**src/rtl/user_feature_config_map.svh**
```systemverilog
`ifndef USER_FEATURE_CONFIG_MAP_SVH
`define USER_FEATURE_CONFIG_MAP_SVH

// Byte offsets of the registers on the peripheral bus.
`define UFC_CONFIG_OFFSET    8'h00
`define UFC_IRQ_STAT_OFFSET  8'h04
`define UFC_IRQ_CLEAR_OFFSET 8'h08
`define UFC_IRQ_EN_OFFSET    8'h0C
`define UFC_STATE_OFFSET     8'h10

// Value of the configuration register after reset.
`define UFC_CONFIG_RESET     16'h0000

// Bit positions in the interrupt status, clear and enable registers.
`define UFC_IRQ_LATCH_OFF    0
`define UFC_IRQ_TEMP_FAULT   1
`define UFC_IRQ_CONFLICT     2
`define UFC_IRQ_WIDTH        3

// Bit positions in the read-only state register.
`define UFC_ST_LATCH_OFF     0
`define UFC_ST_TEMP_FAULT    1
`define UFC_ST_MON_HIGH      2
`define UFC_ST_CONFLICT      3

// Minimum duty clamp: fraction is numerator over this denominator.
`define UFC_DUTY_DENOM       10'h200
`define UFC_DUTY_NUM_WIDTH   7

`endif

```
**src/rtl/user_feature_config_pkg.sv**
```systemverilog
package user_feature_config_pkg;

   // Source used to judge temperature faults.
   typedef enum logic [1:0] {
      TEMP_SRC_INTERNAL = 2'b00,
      TEMP_SRC_EXTERNAL = 2'b01,
      TEMP_SRC_MONITOR  = 2'b10,
      TEMP_SRC_UNUSED   = 2'b11
   } temp_src_type;

   // Source of the switching clock and use of the sync pin.
   typedef enum logic [1:0] {
      CLK_SRC_INTERNAL  = 2'b00,
      CLK_SRC_INT_OUT   = 2'b01,
      CLK_SRC_EXTERNAL  = 2'b10,
      CLK_SRC_UNUSED    = 2'b11
   } clk_src_type;

   // Field layout of the user feature configuration register.
   typedef struct packed {
      logic [4:0]   min_duty;
      logic         min_duty_en;
      logic         boot_refresh;
      logic         reserved8;
      logic         fault_bus_en;
      logic         ext_temp_sel;
      logic         pg_push_pull;
      temp_src_type temp_src;
      logic         mon_en;
      clk_src_type  clk_src;
   } ufc_type;

   // Temperature fault flags coming from the comparators.
   typedef struct packed {
      logic internal;
      logic external;
      logic monitor;
   } temp_fault_type;

endpackage

```
**src/rtl/user_feature_config.sv**
```systemverilog
`timescale 1ns/1ps
`include "user_feature_config_map.svh"
module user_feature_config
   import user_feature_config_pkg::*;
(
   input  wire logic                 clk,
   input  wire logic                 rst_n,
   input  wire logic                 psel,
   input  wire logic                 penable,
   input  wire logic                 pwrite,
   input  wire logic [7:0]           paddr,
   input  wire logic [31:0]          pwdata,
   output logic      [31:0]          prdata,
   output logic                      pready,
   output logic                      pslverr,
   output logic                      irq,
   input  wire logic                 diode_emulation_mode,
   input  wire logic                 low_side_min_elapsed,
   input  wire logic                 power_good_status,
   input  user_feature_config_pkg::temp_fault_type temp_fault_in,
   input  wire logic                 monitor_above_limit,
   input  wire logic                 internal_clock,
   input  wire logic                 sync_in,
   input  wire logic                 fault_bus_in,
   input  wire logic                 fault_send_req,
   output logic                      min_duty_enable,
   output logic [`UFC_DUTY_NUM_WIDTH-1:0] min_duty_numerator,
   output logic                      force_low_side_pulse,
   output logic                      external_temp_sense_enable,
   output logic                      tracking_input,
   output logic                      monitor_input_enable,
   output logic                      power_good_output,
   output logic                      power_good_output_oe_n,
   output logic                      temp_fault,
   output logic                      latch_off,
   output logic                      use_external_clock,
   output logic                      switch_clock,
   output logic                      sync_out,
   output logic                      sync_oe_n,
   output logic                      fault_bus_out,
   output logic                      fault_bus_oe_n,
   output logic                      fault_bus_event
);

   ////////////////////////////////////////////////////////////////////////////
   // Storage and internal signals.

   ufc_type                    cfg_r;        // User feature configuration.
   logic [`UFC_IRQ_WIDTH-1:0]  irq_stat_r;   // Sticky event flags.
   logic [`UFC_IRQ_WIDTH-1:0]  irq_en_r;     // Interrupt enables.
   logic [`UFC_IRQ_WIDTH-1:0]  irq_set;      // Events raised this cycle.
   logic [`UFC_IRQ_WIDTH-1:0]  irq_clr;      // Bits cleared by software.
   logic [2:0]                 pin_meta_r;   // First synchroniser stage.
   logic [2:0]                 pin_sync_r;   // Second synchroniser stage.
   logic                       mon_high;     // Monitor pin above limit.
   logic                       ext_clk_in;   // External clock from sync pin.
   logic                       bus_msg_in;   // Fault bus message level.
   logic                       temp_fault_r; // Previous fault level.
   logic                       conflict;     // Temperature source not enabled.
   logic                       sel_fault;    // Fault of the chosen source.
   logic                       setup;        // Setup phase of a transfer.
   logic                       wr_access;    // Write taking effect.
   logic                       mapped;       // Address hits a register.
   logic [31:0]                rd_word;      // Read data before the flop.

   ////////////////////////////////////////////////////////////////////////////
   // Pin synchronisers: pins outside the clock domain pass two flops.

   // Second stage alone feeds the logic; the first stage is not read.
   always_ff @(posedge clk or negedge rst_n) begin
      if (!rst_n) begin
         pin_meta_r <= 3'h0;
         pin_sync_r <= 3'h0;
      end else begin
         pin_meta_r <= {fault_bus_in, sync_in, monitor_above_limit};
         pin_sync_r <= pin_meta_r;
      end
   end

   assign mon_high   = pin_sync_r[0];
   assign ext_clk_in = pin_sync_r[1];
   assign bus_msg_in = pin_sync_r[2];

   ////////////////////////////////////////////////////////////////////////////
   // Peripheral bus decode.

   // Answer is prepared in the setup cycle and given in the access cycle.
   assign setup     = psel && !penable;
   assign wr_access = psel && penable && pready && pwrite && !pslverr;

   // Only the five listed word offsets are mapped.
   always_comb begin
      case (paddr)
         `UFC_CONFIG_OFFSET,
         `UFC_IRQ_STAT_OFFSET,
         `UFC_IRQ_CLEAR_OFFSET,
         `UFC_IRQ_EN_OFFSET,
         `UFC_STATE_OFFSET: mapped = 1'b1;
         default:           mapped = 1'b0;
      endcase
   end

   // Read multiplexer; the clear register reads as zero.
   always_comb begin
      rd_word = 32'h0000_0000;
      case (paddr)
         `UFC_CONFIG_OFFSET:   rd_word[15:0] = cfg_r;
         `UFC_IRQ_STAT_OFFSET: rd_word[`UFC_IRQ_WIDTH-1:0] = irq_stat_r;
         `UFC_IRQ_EN_OFFSET:   rd_word[`UFC_IRQ_WIDTH-1:0] = irq_en_r;
         `UFC_STATE_OFFSET: begin
            rd_word[`UFC_ST_LATCH_OFF]  = latch_off;
            rd_word[`UFC_ST_TEMP_FAULT] = temp_fault;
            rd_word[`UFC_ST_MON_HIGH]   = mon_high;
            rd_word[`UFC_ST_CONFLICT]   = conflict;
         end
         default: rd_word = 32'h0000_0000;
      endcase
   end

   // Ready, error and read data stand for the single access cycle.
   always_ff @(posedge clk or negedge rst_n) begin
      if (!rst_n) begin
         pready  <= 1'b0;
         pslverr <= 1'b0;
         prdata  <= 32'h0000_0000;
      end else begin
         pready  <= setup;
         pslverr <= setup && !mapped;
         if (setup && !pwrite) begin
            prdata <= rd_word;
         end else begin
            prdata <= 32'h0000_0000;
         end
      end
   end

   ////////////////////////////////////////////////////////////////////////////
   // Configuration register.

   // All sixteen bits are stored as written, reserved ones too.
   always_ff @(posedge clk or negedge rst_n) begin
      if (!rst_n) begin
         cfg_r <= `UFC_CONFIG_RESET;
      end else if (wr_access && paddr == `UFC_CONFIG_OFFSET) begin
         cfg_r <= pwdata[15:0];
      end
   end

   ////////////////////////////////////////////////////////////////////////////
   // Interrupt registers.

   // Enable register is plain read and write.
   always_ff @(posedge clk or negedge rst_n) begin
      if (!rst_n) begin
         irq_en_r <= '0;
      end else if (wr_access && paddr == `UFC_IRQ_EN_OFFSET) begin
         irq_en_r <= pwdata[`UFC_IRQ_WIDTH-1:0];
      end
   end

   // Events: a new latch-off, a rising fault, a source conflict.
   always_comb begin
      irq_set = '0;
      irq_set[`UFC_IRQ_LATCH_OFF]  = !latch_off && mon_high && cfg_r.mon_en
                                     && cfg_r.temp_src == TEMP_SRC_MONITOR;
      irq_set[`UFC_IRQ_TEMP_FAULT] = sel_fault && !temp_fault_r;
      irq_set[`UFC_IRQ_CONFLICT]   = conflict;
   end

   assign irq_clr = (wr_access && paddr == `UFC_IRQ_CLEAR_OFFSET) ?
                    pwdata[`UFC_IRQ_WIDTH-1:0] : '0;

   // Sticky flags; a set in the clearing cycle wins over the clear.
   always_ff @(posedge clk or negedge rst_n) begin
      if (!rst_n) begin
         irq_stat_r <= '0;
      end else begin
         irq_stat_r <= (irq_stat_r & ~irq_clr) | irq_set;
      end
   end

   // Level interrupt while any enabled flag is set.
   always_ff @(posedge clk or negedge rst_n) begin
      if (!rst_n) begin
         irq <= 1'b0;
      end else begin
         irq <= |(((irq_stat_r & ~irq_clr) | irq_set) & irq_en_r);
      end
   end

   ////////////////////////////////////////////////////////////////////////////
   // Minimum duty clamp and boot capacitor refresh.

   // Numerator is two times the setting plus two, denominator fixed.
   always_ff @(posedge clk or negedge rst_n) begin
      if (!rst_n) begin
         min_duty_enable    <= 1'b0;
         min_duty_numerator <= '0;
      end else begin
         min_duty_enable    <= cfg_r.min_duty_en;
         min_duty_numerator <= {1'b0, cfg_r.min_duty, 1'b0} + 7'h02;
      end
   end

   // Low-side pulse is forced each cycle only in diode emulation.
   always_ff @(posedge clk or negedge rst_n) begin
      if (!rst_n) begin
         force_low_side_pulse <= 1'b0;
      end else begin
         force_low_side_pulse <= cfg_r.boot_refresh && diode_emulation_mode
                                 && !low_side_min_elapsed;
      end
   end

   ////////////////////////////////////////////////////////////////////////////
   // Shared temperature pin and power good pin.

   // The shared pin serves either the sensor or tracking, never both.
   always_ff @(posedge clk or negedge rst_n) begin
      if (!rst_n) begin
         external_temp_sense_enable <= 1'b0;
         tracking_input             <= 1'b0;
         monitor_input_enable       <= 1'b0;
      end else begin
         external_temp_sense_enable <= cfg_r.ext_temp_sel;
         tracking_input             <= !cfg_r.ext_temp_sel;
         monitor_input_enable       <= cfg_r.mon_en;
      end
   end

   // Open drain releases the pin while power is good and pulls it low otherwise; push-pull always drives.
   always_ff @(posedge clk or negedge rst_n) begin
      if (!rst_n) begin
         power_good_output      <= 1'b0;
         power_good_output_oe_n <= 1'b0;
      end else if (cfg_r.pg_push_pull) begin
         power_good_output      <= power_good_status;
         power_good_output_oe_n <= 1'b0;
      end else begin
         power_good_output      <= 1'b0;
         power_good_output_oe_n <= power_good_status;
      end
   end

   ////////////////////////////////////////////////////////////////////////////
   // Temperature fault source and hard latch-off.

   // Picks the fault of the selected source; reserved code gives none.
   always_comb begin
      case (cfg_r.temp_src)
         TEMP_SRC_INTERNAL: sel_fault = temp_fault_in.internal;
         TEMP_SRC_EXTERNAL: sel_fault = temp_fault_in.external && cfg_r.ext_temp_sel;
         TEMP_SRC_MONITOR:  sel_fault = temp_fault_in.monitor && cfg_r.mon_en;
         default:           sel_fault = 1'b0;
      endcase
   end

   // The chosen source is not enabled, so software misconfigured it.
   assign conflict = (cfg_r.temp_src == TEMP_SRC_EXTERNAL && !cfg_r.ext_temp_sel)
                     || (cfg_r.temp_src == TEMP_SRC_MONITOR && !cfg_r.mon_en);

   // Registered fault level, also used for rising edge detection.
   always_ff @(posedge clk or negedge rst_n) begin
      if (!rst_n) begin
         temp_fault_r <= 1'b0;
         temp_fault   <= 1'b0;
      end else begin
         temp_fault_r <= sel_fault;
         temp_fault   <= sel_fault;
      end
   end

   // Latch-off ignores the fault threshold and holds until reset.
   always_ff @(posedge clk or negedge rst_n) begin
      if (!rst_n) begin
         latch_off <= 1'b0;
      end else if (irq_set[`UFC_IRQ_LATCH_OFF]) begin
         latch_off <= 1'b1;
      end
   end

   ////////////////////////////////////////////////////////////////////////////
   // Switching clock source and sync pin.

   // Selects the running clock and whether the sync pin is driven.
   always_ff @(posedge clk or negedge rst_n) begin
      if (!rst_n) begin
         use_external_clock <= 1'b0;
         switch_clock       <= 1'b0;
         sync_out           <= 1'b0;
         sync_oe_n          <= 1'b1;
      end else begin
         case (cfg_r.clk_src)
            CLK_SRC_INTERNAL: begin
               use_external_clock <= 1'b0;
               switch_clock       <= internal_clock;
               sync_out           <= 1'b0;
               sync_oe_n          <= 1'b1;
            end
            CLK_SRC_INT_OUT: begin
               use_external_clock <= 1'b0;
               switch_clock       <= internal_clock;
               sync_out           <= internal_clock;
               sync_oe_n          <= 1'b0;
            end
            CLK_SRC_EXTERNAL: begin
               use_external_clock <= 1'b1;
               switch_clock       <= ext_clk_in;
               sync_out           <= 1'b0;
               sync_oe_n          <= 1'b1;
            end
            default: begin
               use_external_clock <= 1'b0;
               switch_clock       <= internal_clock;
               sync_out           <= 1'b0;
               sync_oe_n          <= 1'b1;
            end
         endcase
      end
   end

   ////////////////////////////////////////////////////////////////////////////
   // Inter-device fault bus.

   // Open-drain send and receive both gated by the bus enable.
   always_ff @(posedge clk or negedge rst_n) begin
      if (!rst_n) begin
         fault_bus_out   <= 1'b0;
         fault_bus_oe_n  <= 1'b1;
         fault_bus_event <= 1'b0;
      end else begin
         fault_bus_out   <= 1'b0;
         fault_bus_oe_n  <= !(cfg_r.fault_bus_en && fault_send_req);
         fault_bus_event <= cfg_r.fault_bus_en && bus_msg_in;
      end
   end

endmodule

```
**config.mk**
```make
export PLATFORM = sky130hd
export DESIGN_NAME = user_feature_config
export DESIGN_NICKNAME = d
export VERILOG_FILES = /design/src/rtl/user_feature_config_pkg.sv /design/src/rtl/user_feature_config.sv
export VERILOG_INCLUDE_DIRS = /design/src /design/src/rtl
export SDC_FILE = /design/constraint.sdc
export NUM_CORES = 1
export LEC_CHECK = 0
export BUFFER_PORTS_ARGS = -buffer_cell sky130_fd_sc_hd__buf_2
export CELL_PAD_IN_SITES_DETAIL_PLACEMENT = 0
export CELL_PAD_IN_SITES_GLOBAL_PLACEMENT = 1
export CORE_ASPECT_RATIO = 1.25
export CORE_MARGIN = 4
export CORE_UTILIZATION = 40
export DETAILED_ROUTE_END_ITERATION = 16
export PLACE_DENSITY = 0.84
export SLEW_MARGIN = 20
export SYNTH_ARGS = -nofsm -noshare
export SYNTH_HDL_FRONTEND = slang
export SYNTH_SLANG_ARGS = --single-unit
```
**constraint.sdc**
```tcl
create_clock -name clk -period 3.62 [get_ports clk]
set_clock_uncertainty 0.05 [all_clocks]
set_input_delay 0.181 -clock clk [delete_from_list [all_inputs] [get_ports clk]]
set_output_delay 0.181 -clock clk [all_outputs]
set_load 0.02 [all_outputs]
```
==> results.sh, run 1 <==
export IMPL_clk_latency_ns=0.33
export IMPL_clockRootBuffer="clkbuf_8"
export IMPL_path_buf_inv=1
export IMPL_placementRows=33
export IMPL_drv_cap=0
export IMPL_reg2reg_depth=4
export IMPL_cts_max_level=3
export IMPL_holdWs_ns=0.02312
export IMPL_min_to="power_good_output"
export IMPL_timing_fmax_mhz=483.8
export IMPL_synth_edf_count=0
export IMPL_routabilityCongestion=0.8197
export IMPL_ant_nets=0
export IMPL_numCtsBuffers=9
export IMPL_drt_total_wl_mm=5.594
export IMPL_die_w_microns=82.99
export IMPL_use_met2_pct=23.58
export IMPL_grt_overflow=0
export IMPL_status="finished, final reports clean"
export IMPL_finalHoldViolCount=0
export IMPL_grt_pass1_vias=1880
export IMPL_ys_types=45
export IMPL_num_vias=1878
export IMPL_fin_tns_setup_ns=0
export IMPL_drt_initial_drc_count=53
export IMPL_post_route_drc_count=0
export IMPL_fp_dieH_microns=101.7
export IMPL_async_reset_ff_share_pct=100.0
export IMPL_syn_area_sq_um=2811
export IMPL_io_buffers=79
export IMPL_fin_ws_ns=1.553
export IMPL_numClockSinks=68
export IMPL_syn_to_final_growth_pct=25.10
export IMPL_die_area_sq_um=8442
export IMPL_top_usage_layer="met2"
export IMPL_grt_use_total_pct=13.84
export IMPL_fin_crit_ns=2.067
export IMPL_place_ws_ns=1.248
export IMPL_hpwl_mm=4.262
export IMPL_grt_max_degree=48
export IMPL_final_cell_mix="78 x buf_2, 66 x dfrtp_1, 18 x conb_1"
export IMPL_crit_fanout=9
export IMPL_critical_path_top_delay_family="simple AND/OR/NAND/NOR gates"
export IMPL_r2r_end="cfg_r[15]"
export IMPL_powerDensity_nw_per_um2=463.1
export IMPL_rsz0062_at_grt="no"
export IMPL_p_leak_nw=1.816
export IMPL_dr_pass1_iters=4
export IMPL_final_common_cell="buf_2"
export IMPL_clkTransAtPathRegs_ns=0.07
export IMPL_grt_pass1_wl_mm=9.204
export IMPL_slowest_delay_ns=0.44
export IMPL_post_drt_via_cell_ratio=4.672
export IMPL_syn_inst=219
export IMPL_antenna_cells=0
export IMPL_clockBufferDepth=2
export IMPL_r2r_setup_slack_ns=1.55
export IMPL_cp_end_kind="flop"
export IMPL_start_util_pct=42.03
export IMPL_antenna_found_initial=0
export IMPL_cts_tree="yes"
export IMPL_crit_type="flop to flop"
export IMPL_ys_flop_type="dfrtp_1"
export IMPL_yosysWarnings=0
export IMPL_crit_arrival_ns=2.23
export IMPL_routedWlPerCell_microns=13.92
export IMPL_vdd_ir_drop_max_uv=262.1
export IMPL_grt_use_met3_pct=5.533
export IMPL_worstPathRequired_ns=3.78
export IMPL_cts_resized=0
export IMPL_worstMarginPinSlew_ns=0.5897
export IMPL_syn_area_per_cell_sq_um=12.84
export IMPL_slew_headroom_pct=60.68
export IMPL_ios=114
export IMPL_hold_path_depth=2
export IMPL_setup_viol=0
export IMPL_fin_crit_sh_pct=57.09
export IMPL_slowest_stage="nor3b_1"
export IMPL_core_sq_um=6689
export IMPL_ys_seq_area_share_pct=60.61
export IMPL_fin_nets=367
export IMPL_hold_path_class="primary input to flop"
export IMPL_hp_start="power_good_status"
export IMPL_worstPathCellList="nor3b_1 -> and2_1 -> buf_4 -> mux2_4"
export IMPL_drive_gt1_share_pct=39.05
export IMPL_met1_usage_pct=15.69
export IMPL_reg2reg_from="pslverr"
export IMPL_drv_slew=0
export IMPL_cp_start_kind="flop"
export IMPL_ys_ff_latch=68
==> worst max path at each step <==
stage	start	to	depth (start not counted)
after floorplan	pready	irq	4
after global placement	paddr[1]	cfg_r[15]	6
after detailed placement	paddr[1]	cfg_r[7]	6
after CTS	pslverr	cfg_r[15]	4
after global routing	pslverr	cfg_r[7]	4
final	pslverr	cfg_r[15]	4
==> Yosys cell counts, drive strengths merged, types with 3 or more instances <==
master	n	area, sq um
dfrtp	66	1652
buf	22	182.7
mux2	17	221.5
and2	14	87.58
nand2	14	52.55
inv	10	37.54
o21ai	7	35.03
nand3	5	25.02
nor2b	5	31.28
nor4	5	46.29
or4	5	45.04
nand2b	4	25.02
nor2	4	15.01
nand4b	3	26.28
or2	3	18.77
or3	3	18.77
==> per-stage QoR <==
step | power, mW | instance area [sq um] | cells | util (%)
finish | 1.629 | 3517 | 402 | 52.58
global placement | 0.8743 | 3204 | 380 | 47.91
floorplan | 0.8429 | 2875 | 236 | -
global route | 1.691 | 3517 | 402 | 52.58
CTS | 1.644 | 3505 | 401 | 52.39
detailed placement | 0.8762 | 3204 | 380 | 47.91
==> power breakdown <==
group	switching, mW	internal [mW]
clock	0.268	0.495
combinational	0.0612	0.0319
sequential	0.00453	0.768
==> logic make-up (layout without fill, tap and decap cells) <==
group / count (synthesis) / in the layout / synth area share (%)
multiplexers: 19 / 19 / 8.590
XOR/XNOR: 3 / 3 / 0.9348
adder cells (fa/ha/maj): 1 / 1 / 0.4450
other: 1 / 18 / 0.1334
AO/OA/AOI/OAI: 22 / 22 / 5.252
flip-flops: 68 / 68 / 60.61
AND/OR/NAND/NOR: 71 / 71 / 15.93
buffers and inverters: 34 / 113 / 8.100
==> repair_timing <==
item / CTS / global route
hold buffers: 5 / 1
endpoints found under the hold margin: 5 / 45
buffers inserted: 0 / 0
==> worst reg2reg max path, cell delays in order, from the launching register on <==
cell,delay (ns)
dfrtp_1,0.41
nor3b_1,0.44
and2_1,0.43
buf_4,0.29
mux2_4,0.32
==> area by class of cell <==
type	instances	area, sq um
Clock buffer	12	155.1
Clock inverter	4	95.09
Fill cell	603	3172
Inverter	10	37.54
Multi-Input combinational cell	134	943.4
Sequential cell	68	1704
Tap cell	87	108.9
Timing Repair Buffer	87	473.0
==> state kept, by name, summed over array words and instances, names as in the netlist, 3 cells and up <==
name,count
irq_stat_r,3
cfg_r,16
prdata,16
pin_meta_r,3
min_duty_numerator,6
pin_sync_r,3
irq_en_r,3
==> metal layers <==
layer | routed length [microns] | vias up
met1 | 2232 | 902
met4 | 80 | 0
met3 | 489 | 8
met2 | 2791 | 74
met5 | 0 | -
li1 | - | 894
(Power assumes the default switching activity.)
==> inputs of run 2 (changes only) <==
--- a/config.mk
+++ b/config.mk
@@ -11,9 +11,9 @@
 export CELL_PAD_IN_SITES_GLOBAL_PLACEMENT = 1
 export CORE_ASPECT_RATIO = 1.25
 export CORE_MARGIN = 4
-export CORE_UTILIZATION = 40
+export CORE_UTILIZATION = 33
 export DETAILED_ROUTE_END_ITERATION = 16
-export PLACE_DENSITY = 0.84
+export PLACE_DENSITY = 0.74
 export SLEW_MARGIN = 20
 export SYNTH_ARGS = -nofsm -noshare
 export SYNTH_HDL_FRONTEND = slang
==> constraint.sdc (replaced) <==
create_clock -name clk -period 1.9 [get_ports clk]
set_clock_uncertainty 0.05 [all_clocks]
set_input_delay 0.095 -clock clk [delete_from_list [all_inputs] [get_ports clk]]
set_output_delay 0.095 -clock clk [all_outputs]
set_load 0.02 [all_outputs]
==> run 2 against run 1 <==
Effect of this change:
- worst hold slack improved by 0.066 ns
- utilization decreased by 6.3 points
- first-iteration DRC count increased by 110%
- cell area increased by 9.1%
- via count increased by 12%
- sequential share of layout area decreased by 4.1 points
- critical path depth unchanged
- final cell count increased by 11%
- die area increased by 19%
- highest routed layer unchanged
==> results.sh, run 2 (synthesis results as in run 1) <==
export IMPL_worstPathRequired_ns=2.05
export IMPL_hold_path_class="primary input to flop"
export IMPL_routedWlPerCell_microns=14.21
export IMPL_ant_nets=0
export IMPL_top_usage_layer="met2"
export IMPL_path_buf_inv=0
export IMPL_setup_viol=0
export IMPL_worstMarginPinSlew_ns=0.6081
export IMPL_slowest_stage="or4bb_1"
export IMPL_critPathCapture="irq"
export IMPL_fin_crit_ns=1.864
export IMPL_crit_type="flop to flop"
export IMPL_dr_pass1_iters=5
export IMPL_timing_fmax_mhz=536.4
export IMPL_r2r_setup_slack_ns=0.04
export IMPL_antenna_found_initial=0
export IMPL_clkTransAtPathRegs_ns=0.07
export IMPL_drive_gt1_share_pct=40.40
export IMPL_rsz0062_at_grt="no"
export IMPL_vdd_ir_drop_max_uv=239.7
export IMPL_r2r_end="irq"
export IMPL_worstPathCellList="or4bb_1 -> or4_4 -> o221ai_2 -> o221ai_2"
export IMPL_fin_crit_sh_pct=98.12
export IMPL_drt_total_wl_mm=6.338
export IMPL_fp_dieH_microns=111.2
export IMPL_power_total_mw=2.816
export IMPL_slew_headroom_pct=59.46
export IMPL_reg2reg_from="pslverr"
export IMPL_slowest_delay_ns=0.52
export IMPL_worst_path_most_repeated_cell="o221ai_2"
export IMPL_timing_critical_path_depth=4
export IMPL_place_inst=404
export IMPL_routabilityCongestion=0.8663
export IMPL_clk_latency_ns=0.33
export IMPL_core_sq_um=8287
export IMPL_grt_use_met3_pct=3.666
export IMPL_antenna_cells=0
export IMPL_grt_pass1_vias=2237
export IMPL_crit_fanout=2
export IMPL_fin_nets=401
export IMPL_reg2reg_depth=4
export IMPL_cts_tree="yes"
export IMPL_io_buffers=79
export IMPL_cts_max_level=3
export IMPL_hpwl_mm=4.622
export IMPL_cp_startpoint="pslverr"
export IMPL_final_cell_mix="79 x buf_2, 66 x dfrtp_1, 26 x dlygate4sd3_1"
export IMPL_critical_path_top_delay_family="simple AND/OR/NAND/NOR gates"
export IMPL_finalHoldViolCount=0
export IMPL_status="finished, final reports clean"
export IMPL_drv_cap=0
export IMPL_syn_to_final_growth_pct=36.54
export IMPL_drt_initial_drc_count=111
export IMPL_grt_max_degree=31
export IMPL_final_common_cell="buf_2"
export IMPL_clockRootBuffer="clkbuf_8"
export IMPL_layoutNonFillerInstCount=446
export IMPL_cp_start_kind="flop"
export IMPL_grt_use_total_pct=13.25
export IMPL_grt_overflow=0
export IMPL_powerDensity_nw_per_um2=733.6
export IMPL_cp_end_kind="flop"
export IMPL_crit_arrival_ns=2.02
export IMPL_die_w_microns=90.56
export IMPL_post_route_drc_count=0
export IMPL_met1_usage_pct=14.70
export IMPL_p_leak_nw=1.957
export IMPL_reg_top3="cfg_r (16), prdata (16), min_duty_numerator (6)"
export IMPL_use_met2_pct=23.01
export IMPL_grt_pass1_wl_mm=10.58
export IMPL_placementRows=37
export IMPL_numCtsBuffers=9
export IMPL_ios=114
export IMPL_post_drt_via_cell_ratio=4.706
export IMPL_num_vias=2099
export IMPL_drv_slew=0
export IMPL_clockBufferDepth=2
export IMPL_numClockSinks=68
export IMPL_start_util_pct=33.93
export IMPL_die_area_sq_um=10070
## run 2: layer usage
layer  routed length (microns)  share of wire, %  vias to the layer above
li1                          -                 -                      966
met2                      3266                52                       87
met5                         0                 0                        -
met1                      2484                39                     1028
met4                       170               2.7                        0
met3                       416               6.6                       18
## run 2: what timing repair did
item,in CTS,in global routing
pin swaps,1,1
endpoints found under the setup margin,1,11
hold buffers,26,0
endpoints found under the hold margin,53,0
setup buffers,0,0
resized for setup,4,2
## run 2: worst min-delay path by stage
stage / from / endpoint / slack (ns) / cells after the start
after floorplan: rst_n / cfg_r[0] / -0.25 / 0
after global placement: rst_n / min_duty_numerator[4] / 0.08 / 1
after detailed placement: rst_n / min_duty_numerator[4] / 0.08 / 1
after CTS: paddr[2] / prdata[3] / 0.07 / 3
after global routing: paddr[2] / prdata[3] / 0.09 / 3
final: paddr[2] / prdata[3] / 0.09 / 3
## run 2: power breakdown
group | internal [mW] | switching [mW]
Clock | 0.600 | 0.511
Combinational | 0.103 | 0.130
Sequential | 1.46 | 0.00848
Total | 2.17 | 0.650
## run 2: area by class of cell
type | instances | area (sq um)
clock buffer | 11 | 131.4
clock inverter | 5 | 52.55
fill | 758 | 4448
inverter | 10 | 37.54
multi-input combinational | 134 | 978.4
sequential | 68 | 1704
tap | 97 | 121.4
timing repair buffer | 121 | 813.3
## run 2: worst reg2reg max path: cells and delay by family (launching register included)
kind	cells	cell delay [ns]
compound gates	2	0.31
flops	1	0.38
simple gates	2	1.00
## run 2: through the flow
step | util [%] | TNS [ns] | area (sq um) | setup WS [ns] | hold WS [ns]
after floorplan | - | 0 | 2875 | 0.03977 | -0.2506
after global placement | 40.54 | -0.4821 | 3359 | -0.05666 | 0.07788
after detailed placement | 40.54 | -0.7028 | 3359 | -0.08144 | 0.08261
after CTS | 46.17 | 0 | 3826 | 0.01624 | 0.07050
after global routing | 46.32 | 0 | 3839 | 0.001366 | 0.09046
final | 46.32 | 0 | 3839 | 0.03567 | 0.08881
